$ cat config.mk
export PLATFORM = sky130hd
export DESIGN_NAME = sdram_init_sequencer
export DESIGN_NICKNAME = d
export VERILOG_FILES = /design/src/pkg/sdram_init_pkg.sv /design/src/core/sdram_init_sequencer.sv /design/src/core/init_wait_timer.sv
export SDC_FILE = /design/constraint.sdc
export NUM_CORES = 1
export LEC_CHECK = 0
export ABC_AREA = 1
export CAP_MARGIN = 30
export CORE_ASPECT_RATIO = 0.8
export CORE_MARGIN = 3
export CORE_UTILIZATION = 55
export CTS_CLUSTER_DIAMETER = 150
export CTS_CLUSTER_SIZE = 30
export DETAILED_ROUTE_END_ITERATION = 8
export DONT_BUFFER_PORTS = 1
export HOLD_SLACK_MARGIN = 0.1
export MAX_ROUTING_LAYER = met4
export PLACE_DENSITY = 0.79
export SLEW_MARGIN = 15
export SYNTH_ARGS = -nofsm -noshare
export SYNTH_HDL_FRONTEND = slang
export SYNTH_HIERARCHICAL = 1
export SYNTH_SLANG_ARGS = --single-unit
$ cat constraint.sdc
create_clock -name clock -period 3.3 [get_ports clock]
set_clock_uncertainty 0.05 [all_clocks]
set_input_delay 0.495 -clock clock [delete_from_list [all_inputs] [get_ports clock]]
set_output_delay 0.495 -clock clock [all_outputs]
set_load 0.005 [all_outputs]
$ cat src/pkg/sdram_init_pkg.sv
// Constants and carrier types for the SDRAM initialization host sequencer
package sdram_init_pkg;

    // Register offsets of the memory controller seen by the host
    localparam logic [11:0] CONTROL_OFS      = 12'h000;
    localparam logic [11:0] CONFIG_OFS       = 12'h008;
    localparam logic [11:0] DYN_CONTROL_OFS  = 12'h020;
    localparam logic [11:0] DYN_REFRESH_OFS  = 12'h024;
    localparam logic [11:0] DYN_CFG_OFS      = 12'h100;
    localparam logic [11:0] RAS_CAS_OFS      = 12'h104;

    // Values written during the sequence
    localparam logic [31:0] CONTROL_ENABLE   = 32'h0000_0001;
    localparam logic [31:0] CONFIG_NORMAL    = 32'h0000_0000;
    localparam logic [31:0] DYN_CE_HIGH      = 32'h0000_0007;
    localparam logic [31:0] DYN_NOP          = 32'h0000_0183;
    localparam logic [31:0] DYN_PRECHARGE    = 32'h0000_0103;
    localparam logic [31:0] DYN_MODE         = 32'h0000_0083;
    localparam logic [31:0] DYN_NORMAL       = 32'h0000_0000;
    localparam logic [31:0] REFRESH_MIN      = 32'h0000_0001;
    localparam logic [31:0] CFG_BUF_OFF      = 32'h0000_0000;
    localparam logic [31:0] CFG_ROW_MAP      = 32'h0000_0280;
    localparam logic [31:0] CFG_ROW_MAP_ON   = 32'h0008_0283;
    localparam logic [31:0] CFG_BUF_EN_BIT   = 32'h0008_0000;
    localparam logic [31:0] CFG_LOW_BITS     = 32'h0000_0003;
    localparam logic [31:0] CFG_BANK_MAP_BIT = 32'h0000_1000;
    localparam logic [31:0] RAS_CAS_DEFAULT  = 32'h0000_0202;
    localparam logic [31:0] SDRAM_BASE       = 32'h3000_0000;

    // Mode word: burst 8, sequential, CAS 2, standard, programmed write burst
    localparam logic [7:0]  MODE_VALUE       = 8'h23;
    localparam int          REFRESH_CLKS     = 16;
    localparam int          MIN_REFRESHES    = 2;
    localparam int          ROW_SHIFT_MIN    = 10;
    localparam int          BANK_SHIFT_MIN   = 9;

    // Timing
    localparam int          CLOCK_HZ         = 50_000_000;
    localparam int          POWERUP_MS       = 100;
    localparam int          POWERUP_CYCLES   = POWERUP_MS * (CLOCK_HZ / 1000);
    localparam int          SETTLE_CYCLES    = 8;

    // One register write or SDRAM read issued to the controller
    typedef struct packed {
        logic        valid;
        logic        write;
        logic [31:0] addr;
        logic [31:0] data;
    } mem_req_s;

    typedef enum logic [3:0] {
        ST_IDLE    = 4'b0000,
        ST_SETUP   = 4'b0001,
        ST_POWERUP = 4'b0011,
        ST_NOP     = 4'b0010,
        ST_PRECHG  = 4'b0110,
        ST_REFMIN  = 4'b0111,
        ST_REFWAIT = 4'b0101,
        ST_REFOP   = 4'b0100,
        ST_LATENCY = 4'b1100,
        ST_CONFIG  = 4'b1101,
        ST_MODE    = 4'b1111,
        ST_MODERD  = 4'b1110,
        ST_NORMAL  = 4'b1010,
        ST_BUFEN   = 4'b1011,
        ST_DONE    = 4'b1001
    } init_state_e;

endpackage

$ cat src/core/sdram_init_sequencer.sv
// Host sequencer that powers up an SDRAM through the memory controller registers
`timescale 1ns/1ps
// Operation
// - Hold clock enable high, buffers off, controller on
// - Wait 100 ms after power and clocks
// - First select NOP init command
// - Then select precharge-all init command
// - Let at least two refresh cycles elapse
// - Operational refresh is period/rows times clock/16
// - Write refresh, then latency, then configuration
// - Select mode command, then one SDRAM read
// - Return init command to normal
// - Enable buffers last; row-bank-column config 0x00280 then 0x80283
// - Mode value 0x23: burst 8, CAS 2
// - Row-bank-column offset is mode shifted 10..17
// - Mode read at SDRAM base plus offset
// - Low-power SDRAM uses bank-row-column mapping
// - Bank-row-column offset is mode shifted 9..16
module sdram_init_sequencer #(
    parameter int POWERUP_COUNT = sdram_init_pkg::POWERUP_CYCLES,
    parameter int TIMER_WIDTH   = 24
) (
    input  wire logic                     clock,
    input  wire logic                     rst,
    input  wire logic                     start,
    input  wire logic                     bank_row_col_map,
    input  wire logic [2:0]               size_shift,
    input  wire logic [15:0]              refresh_value,
    input  wire logic [15:0]              ras_cas_value,
    output sdram_init_pkg::mem_req_s      req,
    input  wire logic                     ack,
    output logic                          busy,
    output logic                          done,
    output logic                          ce_forced
);
    // Refused at elaboration: a count that overflows the timer would wrap early
    if (POWERUP_COUNT >= (1 << TIMER_WIDTH) || POWERUP_COUNT < 1 ||
        TIMER_WIDTH > 31) begin : g_bad_powerup
        $error("sdram_init_sequencer: POWERUP_COUNT does not fit the timer");
    end

    localparam int REFWAIT_CYCLES =
        sdram_init_pkg::REFRESH_CLKS * (sdram_init_pkg::MIN_REFRESHES + 1);

    sdram_init_pkg::init_state_e state_reg, state_next;
    logic [2:0]                  step_reg, step_next;
    sdram_init_pkg::mem_req_s    req_reg, req_next;
    logic                        done_reg, done_next;
    logic                        ce_reg, ce_next;
    logic                        tmr_load;
    logic [TIMER_WIDTH-1:0]      tmr_count;
    logic                        tmr_expired;
    logic [31:0]                 cfg_base;
    logic [31:0]                 mode_offset;
    logic [4:0]                  shift_amt;

    init_wait_timer #(.WIDTH(TIMER_WIDTH)) u_timer (
        .clock   (clock),
        .rst     (rst),
        .load    (tmr_load),
        .count   (tmr_count),
        .expired (tmr_expired)
    );

    // Mapping choice only changes the config word and mode read offset
    always_comb begin
        if (bank_row_col_map) begin
            cfg_base  = sdram_init_pkg::CFG_ROW_MAP | sdram_init_pkg::CFG_BANK_MAP_BIT;
            shift_amt = 5'(sdram_init_pkg::BANK_SHIFT_MIN) + {2'h0, size_shift};
        end else begin
            cfg_base  = sdram_init_pkg::CFG_ROW_MAP;
            shift_amt = 5'(sdram_init_pkg::ROW_SHIFT_MIN) + {2'h0, size_shift};
        end
        mode_offset = {24'h0, sdram_init_pkg::MODE_VALUE} << shift_amt;
    end

    function automatic sdram_init_pkg::mem_req_s wr(input logic [11:0] ofs,
                                                    input logic [31:0] val);
        sdram_init_pkg::mem_req_s r;
        r.valid = 1'b1;
        r.write = 1'b1;
        r.addr  = {20'h0, ofs};
        r.data  = val;
        return r;
    endfunction

    always_comb begin
        state_next = state_reg;
        step_next  = step_reg;
        req_next   = req_reg;
        done_next  = done_reg;
        ce_next    = ce_reg;
        tmr_load   = 1'b0;
        tmr_count  = TIMER_WIDTH'(sdram_init_pkg::SETTLE_CYCLES);
        if (req_reg.valid && ack) begin
            req_next.valid = 1'b0;
        end
        unique case (state_reg)
            sdram_init_pkg::ST_IDLE: begin
                if (start) begin
                    done_next  = 1'b0;
                    ce_next    = 1'b1;
                    step_next  = 3'h0;
                    state_next = sdram_init_pkg::ST_SETUP;
                end
            end
            sdram_init_pkg::ST_SETUP: begin
                // Four writes: control, config, dyn control CE high, buffers off
                if (!req_reg.valid) begin
                    unique case (step_reg)
                        3'h0: req_next = wr(sdram_init_pkg::CONTROL_OFS,
                                            sdram_init_pkg::CONTROL_ENABLE);
                        3'h1: req_next = wr(sdram_init_pkg::CONFIG_OFS,
                                            sdram_init_pkg::CONFIG_NORMAL);
                        3'h2: req_next = wr(sdram_init_pkg::DYN_CONTROL_OFS,
                                            sdram_init_pkg::DYN_CE_HIGH);
                        3'h3: req_next = wr(sdram_init_pkg::DYN_CFG_OFS,
                                            sdram_init_pkg::CFG_BUF_OFF);
                        default: begin
                            tmr_load   = 1'b1;
                            tmr_count  = TIMER_WIDTH'(POWERUP_COUNT);
                            state_next = sdram_init_pkg::ST_POWERUP;
                        end
                    endcase
                    step_next = step_reg + 3'h1;
                end
            end
            sdram_init_pkg::ST_POWERUP: begin
                if (tmr_expired) begin
                    req_next   = wr(sdram_init_pkg::DYN_CONTROL_OFS,
                                    sdram_init_pkg::DYN_NOP);
                    state_next = sdram_init_pkg::ST_NOP;
                end
            end
            sdram_init_pkg::ST_NOP: begin
                if (!req_reg.valid) begin
                    req_next   = wr(sdram_init_pkg::DYN_CONTROL_OFS,
                                    sdram_init_pkg::DYN_PRECHARGE);
                    state_next = sdram_init_pkg::ST_PRECHG;
                end
            end
            sdram_init_pkg::ST_PRECHG: begin
                if (!req_reg.valid) begin
                    req_next   = wr(sdram_init_pkg::DYN_REFRESH_OFS,
                                    sdram_init_pkg::REFRESH_MIN);
                    state_next = sdram_init_pkg::ST_REFMIN;
                end
            end
            sdram_init_pkg::ST_REFMIN: begin
                if (!req_reg.valid) begin
                    tmr_load   = 1'b1;
                    tmr_count  = TIMER_WIDTH'(REFWAIT_CYCLES);
                    state_next = sdram_init_pkg::ST_REFWAIT;
                end
            end
            sdram_init_pkg::ST_REFWAIT: begin
                if (tmr_expired) begin
                    // Value is precomputed by the user as period/rows*clock/16
                    req_next   = wr(sdram_init_pkg::DYN_REFRESH_OFS,
                                    {16'h0, refresh_value});
                    state_next = sdram_init_pkg::ST_REFOP;
                end
            end
            sdram_init_pkg::ST_REFOP: begin
                if (!req_reg.valid) begin
                    req_next   = wr(sdram_init_pkg::RAS_CAS_OFS,
                                    {16'h0, ras_cas_value});
                    state_next = sdram_init_pkg::ST_LATENCY;
                end
            end
            sdram_init_pkg::ST_LATENCY: begin
                if (!req_reg.valid) begin
                    req_next   = wr(sdram_init_pkg::DYN_CFG_OFS, cfg_base);
                    state_next = sdram_init_pkg::ST_CONFIG;
                end
            end
            sdram_init_pkg::ST_CONFIG: begin
                if (!req_reg.valid) begin
                    req_next   = wr(sdram_init_pkg::DYN_CONTROL_OFS,
                                    sdram_init_pkg::DYN_MODE);
                    state_next = sdram_init_pkg::ST_MODE;
                end
            end
            sdram_init_pkg::ST_MODE: begin
                if (!req_reg.valid) begin
                    // Read data is ignored; the address carries the mode word
                    req_next.valid = 1'b1;
                    req_next.write = 1'b0;
                    req_next.addr  = sdram_init_pkg::SDRAM_BASE + mode_offset;
                    req_next.data  = 32'h0;
                    state_next     = sdram_init_pkg::ST_MODERD;
                end
            end
            sdram_init_pkg::ST_MODERD: begin
                if (!req_reg.valid) begin
                    req_next   = wr(sdram_init_pkg::DYN_CONTROL_OFS,
                                    sdram_init_pkg::DYN_NORMAL);
                    ce_next    = 1'b0;
                    state_next = sdram_init_pkg::ST_NORMAL;
                end
            end
            sdram_init_pkg::ST_NORMAL: begin
                if (!req_reg.valid) begin
                    req_next   = wr(sdram_init_pkg::DYN_CFG_OFS,
                                    cfg_base | sdram_init_pkg::CFG_BUF_EN_BIT |
                                    sdram_init_pkg::CFG_LOW_BITS);
                    state_next = sdram_init_pkg::ST_BUFEN;
                end
            end
            sdram_init_pkg::ST_BUFEN: begin
                if (!req_reg.valid) begin
                    done_next  = 1'b1;
                    state_next = sdram_init_pkg::ST_DONE;
                end
            end
            sdram_init_pkg::ST_DONE: begin
                if (start) begin
                    done_next  = 1'b0;
                    ce_next    = 1'b1;
                    step_next  = 3'h0;
                    state_next = sdram_init_pkg::ST_SETUP;
                end
            end
            default: state_next = sdram_init_pkg::ST_IDLE;
        endcase
    end

    always_ff @(posedge clock) begin
        if (rst) begin
            state_reg <= sdram_init_pkg::ST_IDLE;
            step_reg  <= 3'h0;
            req_reg   <= '0;
            done_reg  <= 1'b0;
            ce_reg    <= 1'b0;
        end else begin
            state_reg <= state_next;
            step_reg  <= step_next;
            req_reg   <= req_next;
            done_reg  <= done_next;
            ce_reg    <= ce_next;
        end
    end

    assign req       = req_reg;
    assign busy      = (state_reg != sdram_init_pkg::ST_IDLE) &&
                       (state_reg != sdram_init_pkg::ST_DONE);
    assign done      = done_reg;
    assign ce_forced = ce_reg;
endmodule // sdram_init_sequencer

$ cat src/core/init_wait_timer.sv
// Load-and-count-down wait timer for the init sequencer
`timescale 1ns/1ps
module init_wait_timer #(
    parameter int WIDTH = 24
) (
    input  wire logic             clock,
    input  wire logic             rst,
    input  wire logic             load,
    input  wire logic [WIDTH-1:0] count,
    output logic                  expired
);
    // A very narrow timer could not hold even the settle count
    if (WIDTH < 4) begin : g_bad_width
        $error("init_wait_timer: WIDTH too small");
    end

    logic [WIDTH-1:0] left_reg;
    logic [WIDTH-1:0] left_next;

    always_comb begin
        left_next = left_reg;
        if (load) begin
            left_next = count;
        end else if (left_reg != '0) begin
            left_next = left_reg - 1'b1;
        end
    end

    always_ff @(posedge clock) begin
        if (rst) begin
            left_reg <= '0;
        end else begin
            left_reg <= left_next;
        end
    end

    assign expired = (left_reg == '0) && !load;
endmodule // init_wait_timer

# Word-level counts from Yosys, hierarchy flattened
# Cells that the tools add are included.
[word_totals]
regBits = 99
in_bits = 40
output_inout_bits = 69
wordCells = 121
[classes]
n_addsub = 5
eq_ne = 34
shift = 1
muxes = 51
n_reduce_logical = 21
[op_table]
columns = ["operator", "n"]
rows = [
  ["2-to-1 mux 66 bit", 11],
  ["one-hot mux 66 bit (11 select lines)", 1],
  ["one-hot mux 66 bit (4 select lines)", 1],
  ["2-to-1 mux 4 bit", 15],
  ["one-hot mux 4 bit (14 select lines)", 1],
  ["2-to-1 mux 24 bit", 2],
  ["2-to-1 mux 23 bit", 2],
  ["one-hot mux 23 bit (2 select lines)", 1],
  ["adder 30 x 32 -> 32 bit (first input constant)", 1],
  ["left shift 6 x 5 -> 32 bit (first input constant)", 1],
  ["== test 4 bit (second input constant)", 7],
  ["inequality test 2 bit (second input constant)", 14],
  ["logical NOT 24 bit", 1],
  ["nonzero test 24 bit", 1],
  ["subtractor 24 x 1 -> 24 bit (second input constant)", 1],
  ["== test 4 x 3 -> 1 bit (second input constant)", 4],
  ["AND reduction 15 bit", 1],
  ["2-to-1 mux 13 bit", 1],
  ["AND reduction 13 bit", 1],
  ["nonzero test 11 bit", 1],
  ["adder 4 x 3 -> 5 bit (first input constant)", 2],
  ["AND reduction 3 bit", 3],
  ["== test 4 x 2 -> 1 bit (second input constant)", 2],
  ["2-to-1 mux 1 bit", 8],
  ["20 further kinds", 29],
]

# Logic depth before layout (Yosys ltp)
# Gate-level depths: netlist of the first run.
[depth]
word_depth = 9
depth_mapped = 19
ltp_nobuf = 17

# By module
# The synthesis of the first run kept the hierarchy.
[by_module_without_submodules]
columns = ["mod", "n_inst", "cells_per_inst", "area_each_um2", "seq_area_each_um2"]
rows = [
  ["sdram_init_sequencer", 1, 523, 3664.8, 1201.2],
  ["init_wait_timer", 1, 275, 1742.9, 480.5],
]

# Least setup slack after synthesis of the first run
# OpenSTA, ideal clock, no wires.
[synth_timing]
path_type = "register to register"
start = "register state_reg[2]"
end = "register req_reg, in the netlist req[12]"
setup_time_ns = 0.069
arrival_ns = 2.253
t_required_ns = 3.181
setup_slack_ns = 0.927
path_stages_with_launch = 18
n_path_buf = 1
synth_period_minus_slack_ns = 2.373
path_cell_list = "dfxtp_1 inv_4 nor2_4 nand2_1 a21oi_1 nor2_1 nand2_1 nor2_1 nand3_4 inv_1 inv_1 o22ai_2 nand2_2 nand2_4 inv_4 buf_8 nand2_2 a21oi_2"
[synth_between]
elab_chain_len = 6
elab_cells_between_ends = 30
cone_classes = "eq/ne (24); mux (2); reduce/logical (4)"
[synth_lines]
columns = ["item", "line", "source"]
rows = [
  ["start: declaration", "sdram_init_sequencer.sv:45", "sdram_init_pkg::init_state_e state_reg, state_next;"],
  ["start signal: assignment", "sdram_init_sequencer.sv:230", "state_reg <= sdram_init_pkg::ST_IDLE;"],
  ["start signal: assignment", "sdram_init_sequencer.sv:236", "state_reg <= state_next;"],
  ["== test 4 x 3 -> 1 bit / == test 4 x 1 -> 1 bit (equally long branches)", "sdram_init_sequencer.sv:98", "unique case (state_reg)"],
  ["one-hot mux 1 bit (2 select lines) *", "sdram_init_sequencer.sv:98", ""],
  ["net tmr_load", "sdram_init_sequencer.sv:50", "logic tmr_load;"],
  ["logical NOT 1 bit *", "init_wait_timer.sv:37", "assign expired = (left_reg == '0) && !load;"],
  ["logical AND 1 bit *", "init_wait_timer.sv:37", ""],
  ["net tmr_expired", "sdram_init_sequencer.sv:52", "logic tmr_expired;"],
  ["inequality test 2 bit (no source line)", "n/a", ""],
  ["AND reduction 13 bit (no source line) *", "n/a", ""],
  ["end signal: assignment", "sdram_init_sequencer.sv:238", "req_reg <= req_next;"],
  ["end: declaration", "sdram_init_sequencer.sv:47", "sdram_init_pkg::mem_req_s req_reg, req_next;"],
]
# The timed path passes the listed nets; every way through them passes the cells marked *.
# A chain may end at the register's enable or synchronous reset.

# Final worst setup path of the first run
[layout_timing]
start = "register state_reg[3]"
end = "register req_reg, in the netlist req[1]"
# Same word-level chain as after synthesis.

==> results of run 1 <==
-- through the flow --
step / hold WS [ns] / total power (W) / setup WS (ns) / instances
final: 0.177 / 0.00508 / 0.388 / 914
after global routing: 0.158 / 0.00548 / 0.0710 / 914
after CTS: 0.157 / 0.00505 / 0.402 / 914
after detailed placement: 0.421 / 0.00403 / 0.426 / 898
after global placement: 0.402 / 0.00397 / 0.467 / 898
after floorplan: 0.388 / 0.00368 / 0.927 / 825
-- metal layers --
layer,up-vias,routed length (um),track usage [%]
li1,2546,-,-
met1,2431,6550,38.9
met2,274,6500,40.3
met3,16,1590,7.37
met4,0,141,6.21
met5,-,0,-
-- cells in the final DEF (no fill, tap or decap), types with 12 or more instances in the layout --
cell / count
dfxtp_1: 84
nor2_1: 85
o21ai_0: 21
o21ai_1: 12
nand3_1: 63
ha_1: 12
nand4_1: 14
nand2_2: 22
a21oi_2: 15
nand2_1: 198
conb_1: 28
inv_1: 76
a21oi_1: 54
-- cell families after synthesis --
group,count (synthesis)
multiplexers,1
XOR/XNOR,2
buffers and inverters,134
adder cells (fa/ha/maj),12
AND/OR/NAND/NOR,433
flip-flops,84
AO/OA/AOI/OAI,131
other,1
-- worst paths after layout --
path	from	end	depth (start not counted)
max	state_reg[3]$_SDFFE_PP0P_	req[1]$_SDFFE_PP0P_	15
min	rst	req[8]$_SDFFE_PP0P_	1
max reg2reg	state_reg[3]$_SDFFE_PP0P_	req[1]$_SDFFE_PP0P_	15
min reg2reg	done$_SDFFE_PP0P_	done$_SDFFE_PP0P_	2
-- area by class of cell --
| type | instances | area share (%) |
|---|---|---|
| clock buffers | 11 | 4.13 |
| clock inverters | 5 | 1.11 |
| inverters | 90 | 6.10 |
| multi-input cells | 607 | 56.0 |
| flip-flops and latches | 84 | 29.8 |
| well taps | 115 | 2.55 |
| repair buffers | 2 | 0.266 |
-- power breakdown --
part | internal, W | leakage (nW) | switching (W) | total [W]
combinational | 0.000814 | 1.63 | 0.00176 | 0.00258
sequential | 0.00122 | 0.683 | 0.000264 | 0.00149
clock | 0.000590 | 0.136 | 0.000423 | 0.00101
==> impl_metrics.toml, run 1 <==
[cts]
cts.reportedPaths.clkPinSlew_ns = 0.06
clk_latency_ns = 0.34
cts_buffers = 9
post_cts_buffers = 0
clock-sinks = 84
cts_tree = "built"
cts.path.max_buffers = 2
cts_resized = 0
root_buffer = "clkbuf_16"
ctsHoldBuffers = 0
cts.htree.levels = 3

[yosys]
synthMuxAreaShare_pct = 0.185
syn_area_per_cell_sq_um = 6.78
synth_edf_count = 0
ys.flop_type = "dfxtp_1"
synthCells = 798
yosys.cell_count.top_type = "nand2_1"
synthesis.area_sq_um = 5410
seq_area_frac_synth_pct = 31.1
synth_xor_area_share_pct = 0.324
ys_types = 49
synth_top_family_by_area = "simple AND/OR/NAND/NOR gates"
synth_compound_area_share_pct = 15.1
yosys_warnings = 6
async_reset_ff_share_pct = 0
synth_top_area_cell = "dfxtp_1"
synth_top_area_share_pct = 31.1
synthSimpleGateAreaFrac_pct = 38.2
synth_commonest_cells = "198 x nand2_1, 85 x nor2_1, 84 x dfxtp_1"
synthTopCellsByArea = "dfxtp_1 31%, nand2_1 14%, nor2_1 5.9%"
synthAdderAreaFrac_pct = 2.78
synth_seq_cells = 84

[worst_setup_path]
cp-end-kind = "flop"
path_delay_family = "simple AND/OR/NAND/NOR gates"
start_kind = "flop"
critPathMaxStageDelay_ns = 0.64
cp.required_ns = 3.48
r2r_slack_ns = 0.39
critPathBufInv = 3
cp_common_cell = "nor2_1"
critPathSlowestCell = "dfxtp_1"
critPathArrivalTime_ns = 3.09
cp_max_fo = 42
crit_chain = "nor2_1 -> nand3_1 -> a21oi_1 -> nor2_1 -> nand2_1 -> nor2_1 -> nand3_4 -> inv_1 -> inv_1 -> o22ai_2 -> nand2_2 -> nand2_4 -> inv_4 -> a21oi_2 -> nor2_1"
crit_type = "reg -> reg"

[power]
ir_drop_mv = 0.371
p_per_area_nw_per_um2 = 900
p_leak_nw = 2.45

[die]
row_count = 31
die_y_um = 94.7
fp.dieW_um = 117
initial_core_util_pct = 58.1
io-pin-count = 109
die_area_sq_um = 11100
core_sq_um = 9310

[flow_run]
cap_violations = 0

[sta]
rsz0062_at_grt = "no"
period_minus_slack_ns = 2.91
worst_pin_slew_ns = 0.699
fmax_mhz = 343
finalSetupViolCount = 0
timing.final.crit_share_pct = 88.2
hold_violations = 0
relSlewSlack_pct = 52.9
tns_ns = 0
slew_viol_final = 0

[place]
port_buffers = 0
detailed_place_hpwl_mm = 11.0
placed_area_sq_um = 5350
gp_congestion = 0.959

[final_layout]
fin_util_pct = 60.6
n_antenna_cell = 0
area.sequential_sq_um = 1680
fin_area_sq_um = 5640
largest_reg_flops = 51
fin_nets = 846
multi_input_area_sq_um = 3160
drive_gt1_share_pct = 13.9
fillCellCount = 859
syn2layout_area_growth_pct = 4.33

[grt]
overflow = 0
grt_max_degree = 67
grt_antenna_before_repair = 0
grt_pass1_wl_mm = 23.7
grt_pass1_vias = 4649
grt_usage_pct = 27.8

[routing]
wl_per_cell_um = 16.2
dr.pass1.iters = 6
avgViaCountPerCell = 5.76
vias = 5267
ant_nets = 0
initialDrtViolationCount = 461
drc = 0
finalWirelength_mm = 14.8

[status]
outcome = "finished clean"

[min_path]
hp-class = "in -> reg"
Power figures use the tool's default switching activity.
==> inputs of run 2 (changes only) <==
--- a/config.mk
+++ b/config.mk
@@ -15,7 +15,6 @@
 export DETAILED_ROUTE_END_ITERATION = 8
 export DONT_BUFFER_PORTS = 1
 export HOLD_SLACK_MARGIN = 0.1
-export MAX_ROUTING_LAYER = met4
 export PLACE_DENSITY = 0.79
 export SLEW_MARGIN = 15
 export SYNTH_ARGS = -nofsm -noshare
==> run 2 against run 1 <==
Net effect:
- register-to-register slack worse by 0.02 ns
- design area is 0.22% higher
- first-iteration DRC count is 15% higher
- sequential power hardly changed
- hold slack worse by 0.0071 ns
- final cell count stayed put
- die area stayed put
- setup slack worse by 0.025 ns
- sequential cell count stayed put
- maximum frequency is 0.84% lower
- largest cell class unchanged
- largest power group unchanged
==> impl_metrics.toml, run 2 (same netlist as run 1, synthesis figures left out) <==
[sta]
hold_violations = 0
timing.final.crit_share_pct = 89.0
tns_ns = 0
relSlewSlack_pct = 45.1
setup_ws_ns = 0.364
worst_pin_slew_ns = 0.815
rsz0062_at_grt = "no"
slew_viol_final = 0
finalSetupViolCount = 0
fmax_mhz = 341
period_minus_slack_ns = 2.94

[routing]
avgViaCountPerCell = 5.63
drc = 0
ant_nets = 0
vias = 5150
initialDrtViolationCount = 528
dr.pass1.iters = 6
wl_per_cell_um = 16.0
finalWirelength_mm = 14.6

[cts]
post_cts_buffers = 0
cts_buffers = 9
root_buffer = "clkbuf_16"
ctsHoldBuffers = 0
clock-sinks = 84
cts_tree = "built"
clk_latency_ns = 0.34
cts.reportedPaths.clkPinSlew_ns = 0.07
cts.path.max_buffers = 2
cts.htree.levels = 3
cts_resized = 0

[worst_setup_path]
crit_type = "reg -> reg"
start_kind = "flop"
r2r_slack_ns = 0.36
r2r_cells = 15
critPathArrivalTime_ns = 3.12
critPathLaunch = "state_reg[3]$_SDFFE_PP0P_"
timing.rr.start = "state_reg[3]$_SDFFE_PP0P_"
cp_max_fo = 42
critPathCapture = "req[10]$_SDFFE_PP0P_"
cp.required_ns = 3.49
cp-end-kind = "flop"
r2r_end = "req[10]$_SDFFE_PP0P_"

[status]
outcome = "finished clean"

[final_layout]
syn2layout_area_growth_pct = 4.56
largest_reg_flops = 51
n_antenna_cell = 0
fin_cells = 914
fillCellCount = 871
fin_area_sq_um = 5650
mostFrequentLayoutCells = "198 x nand2_1, 85 x nor2_1, 84 x dfxtp_1"
drive_gt1_share_pct = 14.1
fin_nets = 846
final_common_cell = "nand2_1"

[power]
power_w = 0.00510
p_per_area_nw_per_um2 = 902
combPwrFrac_pct = 50.1
p_int_w = 0.00264
p_leak_nw = 2.46
clockPowerShare_pct = 20.8
p_seq_share_pct = 29.1
ir_drop_mv = 0.408
p_sw_w = 0.00246
switching_share_pct = 48.3

[place]
dp.cells = 898
detailed_place_hpwl_mm = 11.0
place_ws_ns = 0.419
gp_congestion = 0.965
placed_area_sq_um = 5350
port_buffers = 0

[grt]
grt_pass1_vias = 4791
grt_usage_pct = 27.0
grt_pass1_wl_mm = 23.7
overflow = 0
grt_max_degree = 67
grt_antenna_before_repair = 0

[min_path]
hp-class = "in -> reg"

[die]
core_sq_um = 9310
initial_core_util_pct = 58.1
die_y_um = 94.7
fp.dieW_um = 117
row_count = 31
die_area_sq_um = 11100
io-pin-count = 109

[flow_run]
cap_violations = 0
[run 2: cell types whose count changed in the layout (fill, tap and decap cells not counted), sizes merged]
cell,previous run,this run
clkbuf,11,9
clkinv,3,2
clkinvlp,2,1
inv,89,93
[run 2: layout make-up]
| cell class | instances | area, sq um | area share [%] |
|---|---|---|---|
| Clock buffer | 9 | 225 | 3.98 |
| Clock inverter | 7 | 82.6 | 1.46 |
| Tap cell | 115 | 144 | 2.54 |
| Sequential cell | 84 | 1680 | 29.7 |
| Inverter | 90 | 344 | 6.09 |
| Multi-Input combinational cell | 607 | 3160 | 55.9 |
| Timing Repair Buffer | 2 | 15.0 | 0.266 |
[run 2: routing by layer]
layer	routed length (um)	track usage [%]	part of all wire, %
met1	6270	35.6	43
met2	6620	43.0	45
met3	1470	8.07	10
met4	265	7.07	1.8
met5	0	0	0
[run 2: worst min-delay path by stage]
stage,depth (start not counted),from,endpoint
final,1,rst,u_timer/left_reg[13]$_SDFFE_PP0N_
after global routing,1,rst,u_timer/left_reg[13]$_SDFFE_PP0N_
after CTS,1,rst,req[62]$_SDFFE_PP0P_
after detailed placement,2,done$_SDFFE_PP0P_,done$_SDFFE_PP0P_
after global placement,2,done$_SDFFE_PP0P_,done$_SDFFE_PP0P_
after floorplan,2,done$_SDFFE_PP0P_,done$_SDFFE_PP0P_
[run 2: power by group through the flow]
stage	Clock, W	Sequential (W)	Combinational (W)
2_1_floorplan	0	0.00140	0.00228
5_1_grt	0.00111	0.00151	0.00289
3_3_place_gp	0	0.00149	0.00244
4_1_cts	0.00107	0.00148	0.00253
6_report	0.00106	0.00148	0.00255
3_5_place_dp	0	0.00150	0.00251
[run 2: worst max-delay path, cell delays in order, from the launching register on]
cell and delay, ns:
dfxtp_1 0.61, nor2_1 0.20, nand3_1 0.16, a21oi_1 0.10, nor2_1 0.20, nand2_1 0.09
nor2_1 0.19, nand3_4 0.14, inv_1 0.19, inv_1 0.12, o22ai_2 0.14, nand2_2 0.10
nand2_4 0.15, inv_4 0.19, nand2_1 0.14, a21oi_2 0.06
[run 2: through the flow]
stage	util [%]	hold WS (ns)
after floorplan	-	0.388
after global placement	57.4	0.402
after detailed placement	57.4	0.411
after CTS	60.7	0.157
after global routing	60.7	0.164
final	60.7	0.170
